--- src/tpp_pkg.sv ---
package tpp_pkg;

  // Register indices; the byte address on the bus is four times the index
  localparam int unsigned IDX_W = 16;
  localparam int unsigned BYTE_ADDR_W = IDX_W + 2;
  localparam logic [IDX_W-1:0] IDX_PIN_LEVELS = 16'hf21a;
  localparam logic [IDX_W-1:0] IDX_DIRECTION = 16'hf21b;
  localparam logic [IDX_W-1:0] IDX_MODE_LOW = 16'hf21c;
  localparam logic [IDX_W-1:0] IDX_MODE_HIGH = 16'hf21d;
  localparam logic [IDX_W-1:0] IDX_DRIVE_LEVEL = 16'hf21e;
  localparam logic [IDX_W-1:0] IDX_STATUS = 16'hf21f;

  // Bit positions of the three pins inside the port registers, and of the crystal select bit in the status register
  localparam int unsigned BIT_INPUT_PIN = 2;
  localparam int unsigned BIT_BIDIR_PIN = 3;
  localparam int unsigned BIT_TEST_PIN = 4;
  localparam int unsigned BIT_XTAL_SEL = 0;

  localparam logic [7:0] PIN_FIELD_MASK = 8'h1c;
  localparam logic [7:0] DIR_WRITE_MASK = 8'h18;
  localparam logic [7:0] DRIVE_WRITE_MASK = 8'h18;

  localparam logic [7:0] DIRECTION_RST = 8'h10;
  localparam logic [7:0] MODE_LOW_RST = 8'h10;
  localparam logic [7:0] MODE_HIGH_RST = 8'h00;
  localparam logic [7:0] DRIVE_LEVEL_RST = 8'h00;

  // Two-bit mode code {high register bit, low register bit}
  localparam logic [1:0] MODE_OFF = 2'b00;
  localparam logic [1:0] MODE_PD_PCH = 2'b01;
  localparam logic [1:0] MODE_PU_NCH = 2'b10;
  localparam logic [1:0] MODE_CMOS = 2'b11;

  typedef enum logic {APB_IDLE, APB_ACCESS} tpp_apb_state_t;

  typedef struct packed {
    logic force_hiz;
    logic dir_in;
    logic [1:0] mode;
    logic out_lvl;
  } tpp_pin_ctl_t;

  typedef struct packed {
    logic pull_up;
    logic pull_down;
    logic out;
    logic oe_n;
  } tpp_pin_drv_t;

  localparam tpp_pin_drv_t PIN_DRV_RST = '{1'b0, 1'b0, 1'b0, 1'b1};

  function automatic logic [BYTE_ADDR_W-1:0] byte_addr(
    input logic [IDX_W-1:0] idx
  );
    return {idx, 2'b00};
  endfunction

endpackage

--- src/tpp_sync.sv ---
`timescale 1ns/1ps
module tpp_sync import tpp_pkg::*; #(
  parameter int unsigned WIDTH = 1
) (
  input wire logic clk_in,
  input wire logic [WIDTH-1:0] async_in,
  output logic [WIDTH-1:0] sync_out
);

  logic [WIDTH-1:0] stage1_r;

  initial begin
    if (WIDTH < 1) $error("tpp_sync: WIDTH must be at least 1");
  end

  // First stage feeds only the second stage
  always_ff @(posedge clk_in) begin
    stage1_r <= async_in;
    sync_out <= stage1_r;
  end

endmodule

--- src/tpp_pin_drive.sv ---
`timescale 1ns/1ps
module tpp_pin_drive import tpp_pkg::*; #(
  parameter bit HAS_OUTPUT = 1'b1
) (
  input wire logic clk_in,
  input wire logic rst_in,
  input wire tpp_pin_ctl_t ctl_in,
  output tpp_pin_drv_t drv_out
);

  tpp_pin_drv_t drv_nxt;

  // Input modes: 00/11 floating, 01 pull-down, 10 pull-up.
  // Output modes: 00 released, 01 drives high only, 10 low only, 11 both.
  always_comb begin
    drv_nxt = PIN_DRV_RST;
    if (ctl_in.force_hiz) begin
      drv_nxt = PIN_DRV_RST;
    end else if (ctl_in.dir_in || !HAS_OUTPUT) begin
      case (ctl_in.mode)
        MODE_PD_PCH: drv_nxt.pull_down = 1'b1;
        MODE_PU_NCH: drv_nxt.pull_up = 1'b1;
        default: drv_nxt = PIN_DRV_RST;
      endcase
    end else begin
      case (ctl_in.mode)
        MODE_PD_PCH: begin
          drv_nxt.out = 1'b1;
          drv_nxt.oe_n = ~ctl_in.out_lvl;
        end
        MODE_PU_NCH: begin
          drv_nxt.out = 1'b0;
          drv_nxt.oe_n = ctl_in.out_lvl;
        end
        MODE_CMOS: begin
          drv_nxt.out = ctl_in.out_lvl;
          drv_nxt.oe_n = 1'b0;
        end
        default: drv_nxt = PIN_DRV_RST;
      endcase
    end
  end

  always_ff @(posedge clk_in) begin
    if (rst_in) begin
      drv_out <= PIN_DRV_RST;
    end else begin
      drv_out <= drv_nxt;
    end
  end

endmodule

--- src/tpp_port.sv ---
`timescale 1ns/1ps
// Notes on behaviour
// - Port has three pins: input-only, bidirectional, and one shared with test.
// - Pin-level register shows live levels of the three pins in bits 4:2.
// - Pin-level register is read-only and follows the pins, no fixed reset.
// - Test pin direction bit 4 resets to 1, input; 0 means output.
// - Bidirectional pin direction bit 3 resets to 0, output; 1 means input.
// - Input-only pin has no direction bit; bit 2 reads zero.
// - Input pins: code 00/11 floating, 01 pull-down, 10 pull-up.
// - Output pins: 00 floating, 01 P open drain, 10 N open drain, 11 CMOS.
// - Input-only pin uses the input coding and resets floating.
// - Mode-low register resets to 10h, mode-high register resets to 00h.
// - Mode-low register takes byte or 16-bit access covering both registers.
// - Crystal option forces input-only and bidirectional pins to floating input.
// - Crystal use is chosen only by the fixed option, never by registers.
module tpp_port import tpp_pkg::*; #(
  parameter int unsigned ADDR_W = BYTE_ADDR_W
) (
  input wire logic clk_in,
  input wire logic rst_in,
  input wire logic psel_in,
  input wire logic penable_in,
  input wire logic pwrite_in,
  input wire logic [ADDR_W-1:0] paddr_in,
  input wire logic [31:0] pwdata_in,
  input wire logic [3:0] pstrb_in,
  output logic [31:0] prdata_out,
  output logic pready_out,
  output logic pslverr_out,
  input wire logic input_only_pin_in,
  output logic input_only_pull_up_out,
  output logic input_only_pull_down_out,
  input wire logic bidir_pin_in,
  output logic bidir_pin_out,
  output logic bidir_pin_oe_n_out,
  output logic bidir_pull_up_out,
  output logic bidir_pull_down_out,
  input wire logic test_shared_pin_in,
  output logic test_shared_pin_out,
  output logic test_shared_pin_oe_n_out,
  output logic test_shared_pull_up_out,
  output logic test_shared_pull_down_out,
  input wire logic xtal_option_in,
  output logic crystal_select_out
);

  initial begin
    if (ADDR_W < BYTE_ADDR_W) begin
      $error("tpp_port: ADDR_W too narrow for the register map");
    end
  end

  localparam logic [ADDR_W-1:0] ADDR_PIN_LEVELS =
    ADDR_W'(byte_addr(IDX_PIN_LEVELS));
  localparam logic [ADDR_W-1:0] ADDR_DIRECTION =
    ADDR_W'(byte_addr(IDX_DIRECTION));
  localparam logic [ADDR_W-1:0] ADDR_MODE_LOW =
    ADDR_W'(byte_addr(IDX_MODE_LOW));
  localparam logic [ADDR_W-1:0] ADDR_MODE_HIGH =
    ADDR_W'(byte_addr(IDX_MODE_HIGH));
  localparam logic [ADDR_W-1:0] ADDR_DRIVE_LEVEL =
    ADDR_W'(byte_addr(IDX_DRIVE_LEVEL));
  localparam logic [ADDR_W-1:0] ADDR_STATUS =
    ADDR_W'(byte_addr(IDX_STATUS));

  // Register state
  logic [7:0] direction_r;
  logic [7:0] mode_low_r;
  logic [7:0] mode_high_r;
  logic [7:0] drive_level_r;
  logic xtal_sel_r;

  // Bus slave state
  tpp_apb_state_t apb_state_r;
  logic [31:0] rdata_r;
  logic ready_r;
  logic slverr_r;

  // Synchronised pin and strap levels
  logic [2:0] pin_raw;
  logic [2:0] pin_sync;
  logic strap_sync;

  logic setup_phase;
  logic write_commit;
  logic byte0_wr;
  logic byte1_wr;

  tpp_pin_ctl_t input_ctl;
  tpp_pin_ctl_t bidir_ctl;
  tpp_pin_ctl_t test_ctl;
  tpp_pin_drv_t input_drv;
  tpp_pin_drv_t bidir_drv;
  tpp_pin_drv_t test_drv;

  function automatic logic addr_known(input logic [ADDR_W-1:0] a);
    return (a == ADDR_PIN_LEVELS) || (a == ADDR_DIRECTION) ||
           (a == ADDR_MODE_LOW) || (a == ADDR_MODE_HIGH) ||
           (a == ADDR_DRIVE_LEVEL) || (a == ADDR_STATUS);
  endfunction

  function automatic logic [7:0] pin_mask(input logic [7:0] v);
    return v & PIN_FIELD_MASK;
  endfunction

  // Pin levels sit in register bits 4:2
  assign pin_raw = {test_shared_pin_in, bidir_pin_in, input_only_pin_in};

  tpp_sync #(
    .WIDTH(4)
  ) u_sync (
    .clk_in(clk_in),
    .async_in({xtal_option_in, pin_raw}),
    .sync_out({strap_sync, pin_sync})
  );

  // Crystal option is a strap caught while reset is held
  always_ff @(posedge clk_in) begin
    if (rst_in) begin
      xtal_sel_r <= strap_sync;
    end
  end

  always_ff @(posedge clk_in) begin
    if (rst_in) begin
      crystal_select_out <= 1'b0;
    end else begin
      crystal_select_out <= xtal_sel_r;
    end
  end

  // APB handshake: a write lands only at the edge that sees pready high
  assign setup_phase = psel_in && !penable_in;
  assign write_commit = psel_in && penable_in && pready_out && pwrite_in;
  assign byte0_wr = write_commit && pstrb_in[0];
  assign byte1_wr = write_commit && pstrb_in[1];

  always_ff @(posedge clk_in) begin
    if (rst_in) begin
      apb_state_r <= APB_IDLE;
      ready_r <= 1'b0;
    end else begin
      case (apb_state_r)
        APB_IDLE: begin
          if (setup_phase) begin
            apb_state_r <= APB_ACCESS;
            ready_r <= 1'b1;
          end
        end
        APB_ACCESS: begin
          apb_state_r <= APB_IDLE;
          ready_r <= 1'b0;
        end
        default: begin
          apb_state_r <= APB_IDLE;
          ready_r <= 1'b0;
        end
      endcase
    end
  end

  // Read data and error are formed in the setup phase
  always_ff @(posedge clk_in) begin
    if (rst_in) begin
      rdata_r <= 32'h0000_0000;
      slverr_r <= 1'b0;
    end else if (setup_phase && apb_state_r == APB_IDLE) begin
      slverr_r <= !addr_known(paddr_in);
      rdata_r <= 32'h0000_0000;
      if (!pwrite_in) begin
        case (paddr_in)
          ADDR_PIN_LEVELS:
            rdata_r <= {24'h00_0000, 3'b000, pin_sync, 2'b00};
          ADDR_DIRECTION:
            rdata_r <= {24'h00_0000, pin_mask(direction_r)};
          ADDR_MODE_LOW:
            rdata_r <= {16'h0000, pin_mask(mode_high_r),
                        pin_mask(mode_low_r)};
          ADDR_MODE_HIGH:
            rdata_r <= {24'h00_0000, pin_mask(mode_high_r)};
          ADDR_DRIVE_LEVEL:
            rdata_r <= {24'h00_0000, pin_mask(drive_level_r)};
          ADDR_STATUS:
            rdata_r <= {31'h0000_0000, xtal_sel_r};
          default: rdata_r <= 32'h0000_0000;
        endcase
      end
    end
  end

  always_ff @(posedge clk_in) begin
    if (rst_in) begin
      prdata_out <= 32'h0000_0000;
      pready_out <= 1'b0;
      pslverr_out <= 1'b0;
    end else begin
      prdata_out <= rdata_r;
      pready_out <= ready_r;
      pslverr_out <= slverr_r;
    end
  end

  // Direction register; the input-only pin has no direction bit
  always_ff @(posedge clk_in) begin
    if (rst_in) begin
      direction_r <= DIRECTION_RST;
    end else if (byte0_wr && paddr_in == ADDR_DIRECTION) begin
      direction_r <= pwdata_in[7:0] & DIR_WRITE_MASK;
    end
  end

  // Mode-low register: byte lane 0 of its own word
  always_ff @(posedge clk_in) begin
    if (rst_in) begin
      mode_low_r <= MODE_LOW_RST;
    end else if (byte0_wr && paddr_in == ADDR_MODE_LOW) begin
      mode_low_r <= pin_mask(pwdata_in[7:0]);
    end
  end

  // Mode-high register: own word, or lane 1 of the mode-low word
  always_ff @(posedge clk_in) begin
    if (rst_in) begin
      mode_high_r <= MODE_HIGH_RST;
    end else if (byte1_wr && paddr_in == ADDR_MODE_LOW) begin
      mode_high_r <= pin_mask(pwdata_in[15:8]);
    end else if (byte0_wr && paddr_in == ADDR_MODE_HIGH) begin
      mode_high_r <= pin_mask(pwdata_in[7:0]);
    end
  end

  // Output levels for pins set to output
  always_ff @(posedge clk_in) begin
    if (rst_in) begin
      drive_level_r <= DRIVE_LEVEL_RST;
    end else if (byte0_wr && paddr_in == ADDR_DRIVE_LEVEL) begin
      drive_level_r <= pwdata_in[7:0] & DRIVE_WRITE_MASK;
    end
  end

  // Per-pin control words
  always_comb begin
    input_ctl.force_hiz = xtal_sel_r;
    input_ctl.dir_in = 1'b1;
    input_ctl.mode = {mode_high_r[BIT_INPUT_PIN],
                      mode_low_r[BIT_INPUT_PIN]};
    input_ctl.out_lvl = 1'b0;

    bidir_ctl.force_hiz = xtal_sel_r;
    bidir_ctl.dir_in = direction_r[BIT_BIDIR_PIN];
    bidir_ctl.mode = {mode_high_r[BIT_BIDIR_PIN],
                      mode_low_r[BIT_BIDIR_PIN]};
    bidir_ctl.out_lvl = drive_level_r[BIT_BIDIR_PIN];

    // Output on the test pin is only reachable if software breaks the rule
    test_ctl.force_hiz = 1'b0;
    test_ctl.dir_in = direction_r[BIT_TEST_PIN];
    test_ctl.mode = {mode_high_r[BIT_TEST_PIN],
                     mode_low_r[BIT_TEST_PIN]};
    test_ctl.out_lvl = drive_level_r[BIT_TEST_PIN];
  end

  tpp_pin_drive #(
    .HAS_OUTPUT(1'b0)
  ) u_input_pin (
    .clk_in(clk_in),
    .rst_in(rst_in),
    .ctl_in(input_ctl),
    .drv_out(input_drv)
  );

  tpp_pin_drive #(
    .HAS_OUTPUT(1'b1)
  ) u_bidir_pin (
    .clk_in(clk_in),
    .rst_in(rst_in),
    .ctl_in(bidir_ctl),
    .drv_out(bidir_drv)
  );

  tpp_pin_drive #(
    .HAS_OUTPUT(1'b1)
  ) u_test_pin (
    .clk_in(clk_in),
    .rst_in(rst_in),
    .ctl_in(test_ctl),
    .drv_out(test_drv)
  );

  assign input_only_pull_up_out = input_drv.pull_up;
  assign input_only_pull_down_out = input_drv.pull_down;
  assign bidir_pin_out = bidir_drv.out;
  assign bidir_pin_oe_n_out = bidir_drv.oe_n;
  assign bidir_pull_up_out = bidir_drv.pull_up;
  assign bidir_pull_down_out = bidir_drv.pull_down;
  assign test_shared_pin_out = test_drv.out;
  assign test_shared_pin_oe_n_out = test_drv.oe_n;
  assign test_shared_pull_up_out = test_drv.pull_up;
  assign test_shared_pull_down_out = test_drv.pull_down;

endmodule

--- config.mk ---
export PLATFORM = sky130hd
export DESIGN_NAME = tpp_port
export DESIGN_NICKNAME = d
export VERILOG_FILES = /design/src/tpp_pkg.sv /design/src/tpp_sync.sv /design/src/tpp_pin_drive.sv /design/src/tpp_port.sv
export SDC_FILE = /design/constraint.sdc
export NUM_CORES = 1
export LEC_CHECK = 0
export ABC_AREA = 0
export BUFFER_PORTS_ARGS = -buffer_cell sky130_fd_sc_hd__buf_2
export CAP_MARGIN = 30
export CORE_AREA = 4 4 95 97
export DETAILED_ROUTE_END_ITERATION = 8
export DIE_AREA = 0 0 99 101
export PLACE_DENSITY = 0.6
export SLEW_MARGIN = 5
export SYNTH_ARGS = -nofsm -noshare
export SYNTH_HDL_FRONTEND = slang
export SYNTH_SLANG_ARGS = --single-unit
--- constraint.sdc ---
create_clock -name clk_in -period 2.2 [get_ports clk_in]
set_input_delay 0.55 -clock clk_in [delete_from_list [all_inputs] [get_ports clk_in]]
set_output_delay 0.55 -clock clk_in [all_outputs]
set_load 0.01 [all_outputs]
==> results of run 1 <==
[flip-flops by register name, indices dropped and copies added (netlist names)]
signal / count
ready_r: 1
mode_low_r: 3
mode_high_r: 3
direction_r: 2
u_bidir_pin.drv_out: 4
u_test_pin.drv_out: 4
prdata_out: 7
crystal_select_out: 1
pslverr_out: 1
rdata_r: 7
pready_out: 1
apb_state_r: 1
u_sync.stage1_r: 4
u_input_pin.drv_out: 2
slverr_r: 1
u_sync.sync_out: 4
xtal_sel_r: 1
drive_level_r: 2
[layout by cell type (no fill, tap or decap), drive strengths merged, types with 6 or more instances in the layout]
cell,Yosys,routed
buf,27,63
dfxtp,48,48
conb,1,25
o21ai,18,18
nor2b,12,12
nand3,9,9
a21oi,9,9
nor3,8,8
nand2,8,8
and3,6,6
[logic make-up after synthesis]
family | count (synthesis) | synth area share
simple gates | 75 | 0.226
flops | 49 | 0.494
compound gates | 44 | 0.137
buf+inv | 38 | 0.119
mux | 4 | 0.0212
other cells | 1 | 0.00187
[report_power, final]
group	switching [W]	internal [W]	total [W]	leakage [nW]
combinational	0.0000746	0.0000445	0.000119	0.564
sequential	0.00000630	0.000905	0.000911	0.401
clock	0.000301	0.000458	0.000759	0.0687
[synth_stat cells, drive strengths merged (3+ instances only)]
cell / count / share of area
o31ai: 3 / 0.011
or3: 3 / 0.0094
nand3: 9 / 0.022
o21ai: 18 / 0.045
and3: 6 / 0.019
inv: 4 / 0.0075
a22o: 5 / 0.022
dfxtp: 48 / 0.48
nand4: 3 / 0.0094
clkbuf: 7 / 0.013
nor2: 5 / 0.0094
a21oi: 9 / 0.022
buf: 27 / 0.099
nor4: 5 / 0.016
nor3b: 4 / 0.015
nand2: 8 / 0.015
nor3: 8 / 0.020
nor2b: 12 / 0.037
[area by class of cell]
| type | count | share of cell area |
|---|---|---|
| clock buffer | 5 | 0.0277 |
| clock inverter | 3 | 0.0277 |
| inverter | 4 | 0.00604 |
| multi-input combinational | 148 | 0.351 |
| sequential | 49 | 0.399 |
| tap | 105 | 0.0529 |
| timing repair buffer | 63 | 0.136 |
[path summary, 6_finish.rpt]
path | cells past startpoint | end | slack (ns) | from
setup / recovery | 6 | drive_level_r[3] | 0.16 | paddr_in[10]
hold / removal | 0 | u_sync.sync_out[0] | 0.33 | u_sync.stage1_r[0]
setup reg to reg | 5 | drive_level_r[3] | 0.53 | pready_out
hold reg to reg | 0 | u_sync.sync_out[0] | 0.33 | u_sync.stage1_r[0]
[routing by layer]
metal	GRT usage	part of all wire	vias to the layer above	routed length, um
li1	-	-	831	-
met1	0.140	0.48	750	2340
met2	0.149	0.43	70	2080
met3	0.0311	0.085	2	412
met4	0.0158	0.0039	0	19
met5	0	0	-	0
[stage by stage]
stage	cells	area [um^2]
floorplan	235	2110
global placement	369	2350
detailed placement	369	2350
CTS	377	2480
global route	377	2480
finish	377	2480
==> flow_summary_export.csv, run 1 <==
group,metric,value,unit
cells_and_area,final_layout_size_suffix_gt1_frac,0.283,
cts,cts_buffers,5,
critical_path,crit_fanout,11,
cts,cts-root-buf,"clkbuf_8",
cts,cts_sinks,49,
cts,clk_pin_slew_worst_paths,0.09,ns
cts,clk_latency,0.30,ns
cells_and_area,final_util,0.305,
cells_and_area,multi_input_area,872,um^2
drt,vias,1653,
drt,drc,0,
floorplan,core_area,8130,um^2
floorplan,die_y,101,um
cells_and_area,nFillCells,873,
timing,post-route-period-util,0.927,
cts,ctsResizeCount,0,
timing,grt_setup_unrepaired,"false",
global_route,grt-ovfl-total,0,
global_route,grt_max_degree,20,
global_route,grt_pass1_wl,7800,um
power_and_ir_drop,p_leak,1.03,nW
power_and_ir_drop,ir_worst_vdd,0.000296,V
logic_synthesis,synth_edf_count,1,
run,drv_cap,0,
logic_synthesis,synth.distinct_cells,42,
critical_path,arrival,2.22,ns
global_route,grt_pass1_vias,1532,
logic_synthesis,syn_inst,211,
cts,clockBufferDepth,2,
cells_and_area,nets,334,
drt,drtIter0Drc,62,
timing,maxSlewViolCount,0,
drt,drtPass1Iterations,4,
logic_synthesis,ys_seq_area_frac,0.494,
drt,ant_nets,0,
placement,io_buffers,54,
global_route,antenna_found_initial,0,
cts,cts_tree,"done",
critical_path,cp.buffers_inverters,2,
drt,post_drt_wl_per_cell,12.9,um
floorplan,fp.dieW,99,um
cts,post_cts_buffers,0,
timing,hold_viol,0,
placement,hpwl,3820,um
logic_synthesis,synth_ff_type,"dfxtp_1",
critical_path,start_kind,"primary input",
logic_synthesis,synth_area,2000,um^2
critical_path,cp.required,2.38,ns
timing,max_freq,490,MHz
floorplan,io_pins,108,
hold_path,hp-class,"reg2reg",
placement,place_congestion,0.838,
logic_synthesis,ys_ff_latch,49,
logic_synthesis,syn_area_per_cell,9.50,um^2
timing,setup_tns,0,ns
critical_path,critical_path_class,"in2reg",
run_status,status,"finished clean",
timing,setup_violations,0,
floorplan,dieArea,10000,um^2
floorplan,rows,33,
logic_synthesis,synthArstFlopShare,0,
timing,fin_worst_skew,0.00634,ns
power_and_ir_drop,total_power,0.00179,W
power_and_ir_drop,power.density,720,nW/um^2
critical_path,slowest_delay,0.58,ns
placement,dp_slack,-0.143,ns
floorplan,start_util,0.246,
critical_path,worstSetupEndpointType,"register",
timing,timing.hold.ws,0.334,ns
cts,cts.htree.levels,2,
cells_and_area,antenna_cells,0,
cts,ctsHoldBuffers,0,
timing,final.setup.worst_slack,0.160,ns
critical_path,path_delay_family,"simple AND/OR/NAND/NOR gates",
logic_synthesis,yosysWarnings,0,
critical_path,cpMaxStageDelayCell,"or4_4",
critical_path,crit_chain,"buf_2 -> or4b_4 -> or4_4 -> buf_4 -> o21ai_0 -> a21oi_1",
drt,wirelength,4850,um
cells_and_area,areaGrowthSynthToFinish,24.0,%
drt,vias_per_cell,4.38,
cells_and_area,regArea,991,um^2
global_route,grt.total_usage,0.0986,
timing,period_needed,2.04,ns
Note: power is estimated with default switching activity, not from simulation.
==> run 2, diff against run 1 <==
--- a/config.mk
+++ b/config.mk
@@ -8,11 +8,12 @@
 export ABC_AREA = 0
 export BUFFER_PORTS_ARGS = -buffer_cell sky130_fd_sc_hd__buf_2
 export CAP_MARGIN = 30
-export CORE_AREA = 4 4 95 97
+export CORE_AREA = 4 4 96 98
 export DETAILED_ROUTE_END_ITERATION = 8
-export DIE_AREA = 0 0 99 101
+export DIE_AREA = 0 0 100 102
 export PLACE_DENSITY = 0.6
 export SLEW_MARGIN = 5
 export SYNTH_ARGS = -nofsm -noshare
 export SYNTH_HDL_FRONTEND = slang
+export SYNTH_HIERARCHICAL = 1
 export SYNTH_SLANG_ARGS = --single-unit
==> run 2 against run 1 <==
- final cell count fell by 1.1%
- combinational power fell by 3%
- core utilization fell by 1.7 points
- register-to-register slack improved by 0.08 ns
- largest power group unchanged
- critical path depth did not move
- critical endpoint is now mode_high_r[2]
- worst hold slack got worse by 0.0033 ns
- design area fell by 1.7%
- clock skew rose by 0.00094 ns
- via count fell by 1.0%
- count of clock-buffer cells in the layout rose by 1
- synthesized cell count fell by 0.95%
==> flow_summary_export.csv, run 2 <==
group,metric,value,unit
run_status,status,"finished clean",
run,drv_cap,0,
critical_path,cp.required,2.41,ns
floorplan,fp.dieW,100,um
floorplan,start_util,0.241,
cells_and_area,nets,327,
critical_path,path_delay_family,"simple AND/OR/NAND/NOR gates",
hold_path,hold_path.startpoint,"u_sync/stage1_r[0]",
logic_synthesis,syn_inst,209,
timing,setup_violations,0,
timing,fin_worst_skew,0.00728,ns
global_route,antenna_found_initial,0,
placement,dp_slack,0.223,ns
cells_and_area,areaGrowthSynthToFinish,19.5,%
critical_path,timing.rr.start,"apb_state_r",
timing,grt_setup_unrepaired,"false",
power_and_ir_drop,power.internal,0.00129,W
power_and_ir_drop,p_seq_frac,0.556,
timing,maxSlewViolCount,0,
timing,period_needed,1.67,ns
cells_and_area,final_layout_size_suffix_gt1_frac,0.272,
logic_synthesis,yosysWarnings,6,
global_route,grt_max_degree,22,
drt,vias,1636,
drt,vias_per_cell,4.39,
timing,hold_viol,0,
critical_path,r2r-end,"rdata_r[3]",
critical_path,cp.buffers_inverters,2,
critical_path,rrSetupSlack,0.61,ns
drt,drtPass1Iterations,4,
critical_path,start_kind,"primary input",
cts,clockBufferDepth,2,
global_route,grt-ovfl-total,0,
cts,cts_sinks,49,
timing,post-route-period-util,0.757,
critical_path,crit_fanout,17,
power_and_ir_drop,p_leak,1.03,nW
floorplan,io_pins,108,
cts,cts_tree,"done",
critical_path,crit_chain,"buf_2 -> and4bb_2 -> nand4_1 -> buf_4 -> or3_1 -> a311oi_1",
timing,final.setup.worst_slack,0.534,ns
hold_path,hold_depth,0,
hold_path,hp-class,"reg2reg",
logic_synthesis,syn_area_per_cell,9.78,um^2
timing,setup_tns,0,ns
cts,post_cts_buffers,0,
drt,ant_nets,0,
floorplan,die_y,102,um
floorplan,core_area,8470,um^2
drt,drtIter0Drc,63,
critical_path,arrival,1.88,ns
floorplan,rows,34,
cts,cts_buffers,5,
cts,clk_pin_slew_worst_paths,0.08,ns
cells_and_area,reg.largest.list,"prdata_out: 7 flops, rdata_r: 7 flops",
placement,hpwl,3700,um
power_and_ir_drop,switching_share,0.216,
floorplan,dieArea,10200,um^2
drt,drc,0,
placement,io_buffers,54,
cells_and_area,final_common_cell,"buf_2",
global_route,grt_pass1_vias,1506,
power_and_ir_drop,ir_worst_vdd,0.000227,V
critical_path,critical_path_class,"in2reg",
critical_path,worstSetupEndpointType,"register",
cells_and_area,final_cell_mix,"54 x buf_2, 48 x dfxtp_1, 27 x conb_1",
critical_path,cpMaxStageDelayCell,"or3_1",
cts,cts-root-buf,"clkbuf_8",
global_route,grt.total_usage,0.0898,
global_route,grt_pass1_wl,7200,um
cts,cts.htree.levels,2,
timing,timing.hold.ws,0.331,ns
critical_path,slowest_delay,0.38,ns
power_and_ir_drop,p_sw,0.000354,W
cts,ctsHoldBuffers,0,
cells_and_area,antenna_cells,0,
power_and_ir_drop,power_frac_clock,0.374,
timing,max_freq,600,MHz
drt,post_drt_wl_per_cell,12.7,um
power_and_ir_drop,p_comb_frac,0.070,
power_and_ir_drop,power.density,671,nW/um^2
drt,wirelength,4730,um
placement,place_congestion,0.825,
hold_path,worstHoldEndpoint,"u_sync/sync_out[0]",
logic_synthesis,synth_area,2040,um^2
cts,ctsResizeCount,0,
critical_path,ff2ff_path_depth,4,
cts,clk_latency,0.30,ns
critical_path,cp-startpoint,"paddr_in[12]",
run 2: worst max path at each step:
| stage | endpoint | slack (ns) | cells after the start |
|---|---|---|---|
| 6_report | mode_high_r[2] | 0.53 | 6 |
| 5_1_grt | mode_high_r[3] | 0.45 | 6 |
| 3_3_place_gp | mode_high_r[2] | 0.22 | 6 |
| 4_1_cts | mode_high_r[2] | 0.54 | 6 |
| 3_5_place_dp | mode_high_r[2] | 0.22 | 6 |
| 2_1_floorplan | rdata_r[2] | 0.44 | 4 |
run 2: worst register-to-register path: cells and delay by family (launching register included):
family	cells	cell delay, ns
simple gates	3	1.07
flops	1	0.32
compound gates	1	0.14
run 2: final cells by class:
type / count / area, um^2
tap: 108 / 135
multi-input combinational: 147 / 901
timing repair buffer: 57 / 293
clock buffer: 6 / 72.6
inverter: 4 / 15.0
clock inverter: 2 / 35.0
sequential: 49 / 991
fill: 912 / 6020
run 2: layer usage:
| layer | global-route usage | share of wire | vias up |
|---|---|---|---|
| met5 | 0 | 0 | - |
| met4 | 0.0373 | 0.019 | 0 |
| met3 | 0.0266 | 0.096 | 6 |
| met2 | 0.153 | 0.47 | 79 |
| met1 | 0.106 | 0.42 | 743 |
| li1 | - | - | 808 |
run 2: per-stage QoR:
step | util | cell area [um^2] | instances | power, W
finish | 0.289 | 2440 | 373 | 0.00164
detailed placement | 0.276 | 2330 | 365 | 0.00105
CTS | 0.289 | 2440 | 373 | 0.00166
global placement | 0.276 | 2330 | 365 | 0.00104
floorplan | - | 2140 | 235 | 0.00102
global route | 0.289 | 2440 | 373 | 0.00171
run 2: power groups by stage:
| stage | Sequential (W) | Combinational, W | Clock, W |
|---|---|---|---|
| final | 0.000911 | 0.000115 | 0.000613 |
| after global routing | 0.000913 | 0.000127 | 0.000668 |
| after CTS | 0.000911 | 0.000115 | 0.000638 |
| after detailed placement | 0.000932 | 0.000114 | 0 |
| after global placement | 0.000932 | 0.000113 | 0 |
| after floorplan | 0.000932 | 0.0000926 | 0 |
==> run 3, diff against run 2 <==
--- a/config.mk
+++ b/config.mk
@@ -11,7 +11,7 @@
 export CORE_AREA = 4 4 96 98
 export DETAILED_ROUTE_END_ITERATION = 8
 export DIE_AREA = 0 0 100 102
-export PLACE_DENSITY = 0.6
+export PLACE_DENSITY = 0.58
 export SLEW_MARGIN = 5
 export SYNTH_ARGS = -nofsm -noshare
 export SYNTH_HDL_FRONTEND = slang
==> constraint.sdc (replaced) <==
create_clock -name clk_in -period 1.59 [get_ports clk_in]
set_input_delay 0.3975 -clock clk_in [delete_from_list [all_inputs] [get_ports clk_in]]
set_output_delay 0.3975 -clock clk_in [all_outputs]
set_load 0.01 [all_outputs]
==> run 3 against run 2 <==
- sequential power is 38% higher
- die area stayed put
- design area increased by 5.0%
- count of clock-buffer cells in the layout rose by 1
- global-route usage rose by 0.77 points
- setup slack lost 0.48 ns
- routed wire length rose by 2.8%
- clock skew fell by 0.0021 ns
- largest power group unchanged
==> flow_summary_export.csv, run 3 (synthesis gave the netlist of run 2 again) <==
group,metric,value,unit
timing,timing.hold.ws,0.199,ns
drt,drtIter0Drc,71,
timing,setup_tns,0,ns
timing,post-route-period-util,0.967,
drt,post_drt_wl_per_cell,12.6,um
critical_path,cpMaxStageDelayCell,"or3b_4",
cts,cts.htree.levels,2,
drt,drtPass1Iterations,4,
floorplan,dieArea,10200,um^2
drt,vias,1682,
placement,placed_cell_area,2440,um^2
placement,io_buffers,54,
floorplan,core_area,8470,um^2
cts,cts-root-buf,"clkbuf_8",
critical_path,crit_fanout,3,
timing,hold_viol,0,
global_route,antenna_found_initial,0,
critical_path,slowest_delay,0.37,ns
cells_and_area,areaGrowthSynthToFinish,25.5,%
floorplan,io_pins,108,
cells_and_area,antenna_cells,0,
drt,ant_nets,0,
critical_path,critical_path_class,"reg2reg",
floorplan,start_util,0.241,
power_and_ir_drop,p_leak,1.10,nW
cts,cts_buffers,5,
drt,drc,0,
placement,hpwl,3830,um
timing,grt_setup_unrepaired,"false",
global_route,grt_max_degree,31,
critical_path,arrival,1.77,ns
timing,max_freq,650,MHz
drt,vias_per_cell,4.37,
global_route,grt_pass1_wl,7770,um
power_and_ir_drop,power.density,910,nW/um^2
global_route,grt-ovfl-total,0,
drt,wirelength,4860,um
critical_path,crit_chain,"or3b_4 -> or3_1 -> or3_4 -> o21ai_1",
timing,setup_violations,0,
cts,clk_latency,0.30,ns
cts,clockBufferDepth,2,
cells_and_area,final_cell_mix,"54 x buf_2, 48 x dfxtp_1, 27 x conb_1",
power_and_ir_drop,ir_worst_vdd,0.000357,V
global_route,grt.total_usage,0.0974,
cts,clk_pin_slew_worst_paths,0.08,ns
placement,place_congestion,0.849,
cells_and_area,nets,339,
floorplan,die_y,102,um
critical_path,cp.required,1.83,ns
timing,maxSlewViolCount,0,
timing,period_needed,1.54,ns
cells_and_area,final_common_cell,"buf_2",
cts,ctsHoldBuffers,0,
hold_path,hp-class,"in2reg",
cells_and_area,fin_area,2560,um^2
cells_and_area,reg.largest.list,"prdata_out: 7 flops, rdata_r: 7 flops",
timing,fin_worst_skew,0.00523,ns
critical_path,worstSetupEndpointType,"register",
floorplan,rows,34,
cts,cts_tree,"done",
cells_and_area,final_layout_size_suffix_gt1_frac,0.310,
run,drv_cap,0,
floorplan,fp.dieW,100,um
global_route,grt_pass1_vias,1667,
run_status,status,"finished clean",
cts,cts_sinks,49,
critical_path,start_kind,"register",
==> run 3: changes by cell type in the layout (fill, tap and decap cells not counted), sizes merged <==
cell    change
buf        +12
clkbuf      +1
clkinv      -1
==> run 3: worst max-delay path, delay by kind of cell, from the launching register on <==
kind / cells / cell delay, ns
flops: 1 / 0.32
compound gates: 1 / 0.14
simple gates: 3 / 1.02
==> run 3: final timing paths <==
path | startpoint | to | slack [ns] | cells past startpoint
worst max-delay path | apb_state_r | rdata_r[3] | 0.05 | 4
worst min-delay path | xtal_option_in | u_sync/stage1_r[3] | 0.20 | 1
worst max register to register | apb_state_r | rdata_r[3] | 0.05 | 4
worst min register to register | u_sync/stage1_r[0] | u_sync/sync_out[0] | 0.33 | 0
==> run 3: metrics by stage <==
stage / cells / utilization / worst slack [ns] / total power [W]
global route: 385 / 0.303 / 0.00304 / 0.00242
detailed placement: 377 / 0.288 / -0.196 / 0.00146
global placement: 377 / 0.288 / -0.190 / 0.00146
finish: 385 / 0.303 / 0.0524 / 0.00233
CTS: 385 / 0.302 / 0.0227 / 0.00236
floorplan: 235 / - / -0.0126 / 0.00142
==> run 3: area by class of cell <==
| type | count | area (um^2) |
|---|---|---|
| clock buffers | 7 | 86.3 |
| clock inverters | 1 | 30.0 |
| fillers | 877 | 5900 |
| inverters | 4 | 15.0 |
| multi-input cells | 147 | 912 |
| flip-flops and latches | 49 | 991 |
| well taps | 108 | 135 |
| repair buffers | 69 | 395 |
==> run 3: repair_timing <==
item | 4_1_cts | 5_1_grt
buffers inserted | 0 | 0
resized for setup | 0 | 2
endpoints found under the setup margin | 0 | 6
==> run 3: routing by layer <==
layer | vias up | track usage | part of all wire
li1 | 833 | - | -
met3 | 7 | 0.0280 | 0.083
met1 | 773 | 0.115 | 0.43
met4 | 0 | 0.0518 | 0.028
met2 | 69 | 0.161 | 0.46
met5 | - | 0 | 0
==> run 3: where the power goes <==
part / total (W) / leakage (nW) / internal [W] / switching, W
Combinational: 0.000177 / 0.643 / 0.0000720 / 0.000105
Sequential: 0.00126 / 0.401 / 0.00125 / 0.00000769
Clock: 0.000896 / 0.0585 / 0.000513 / 0.000383
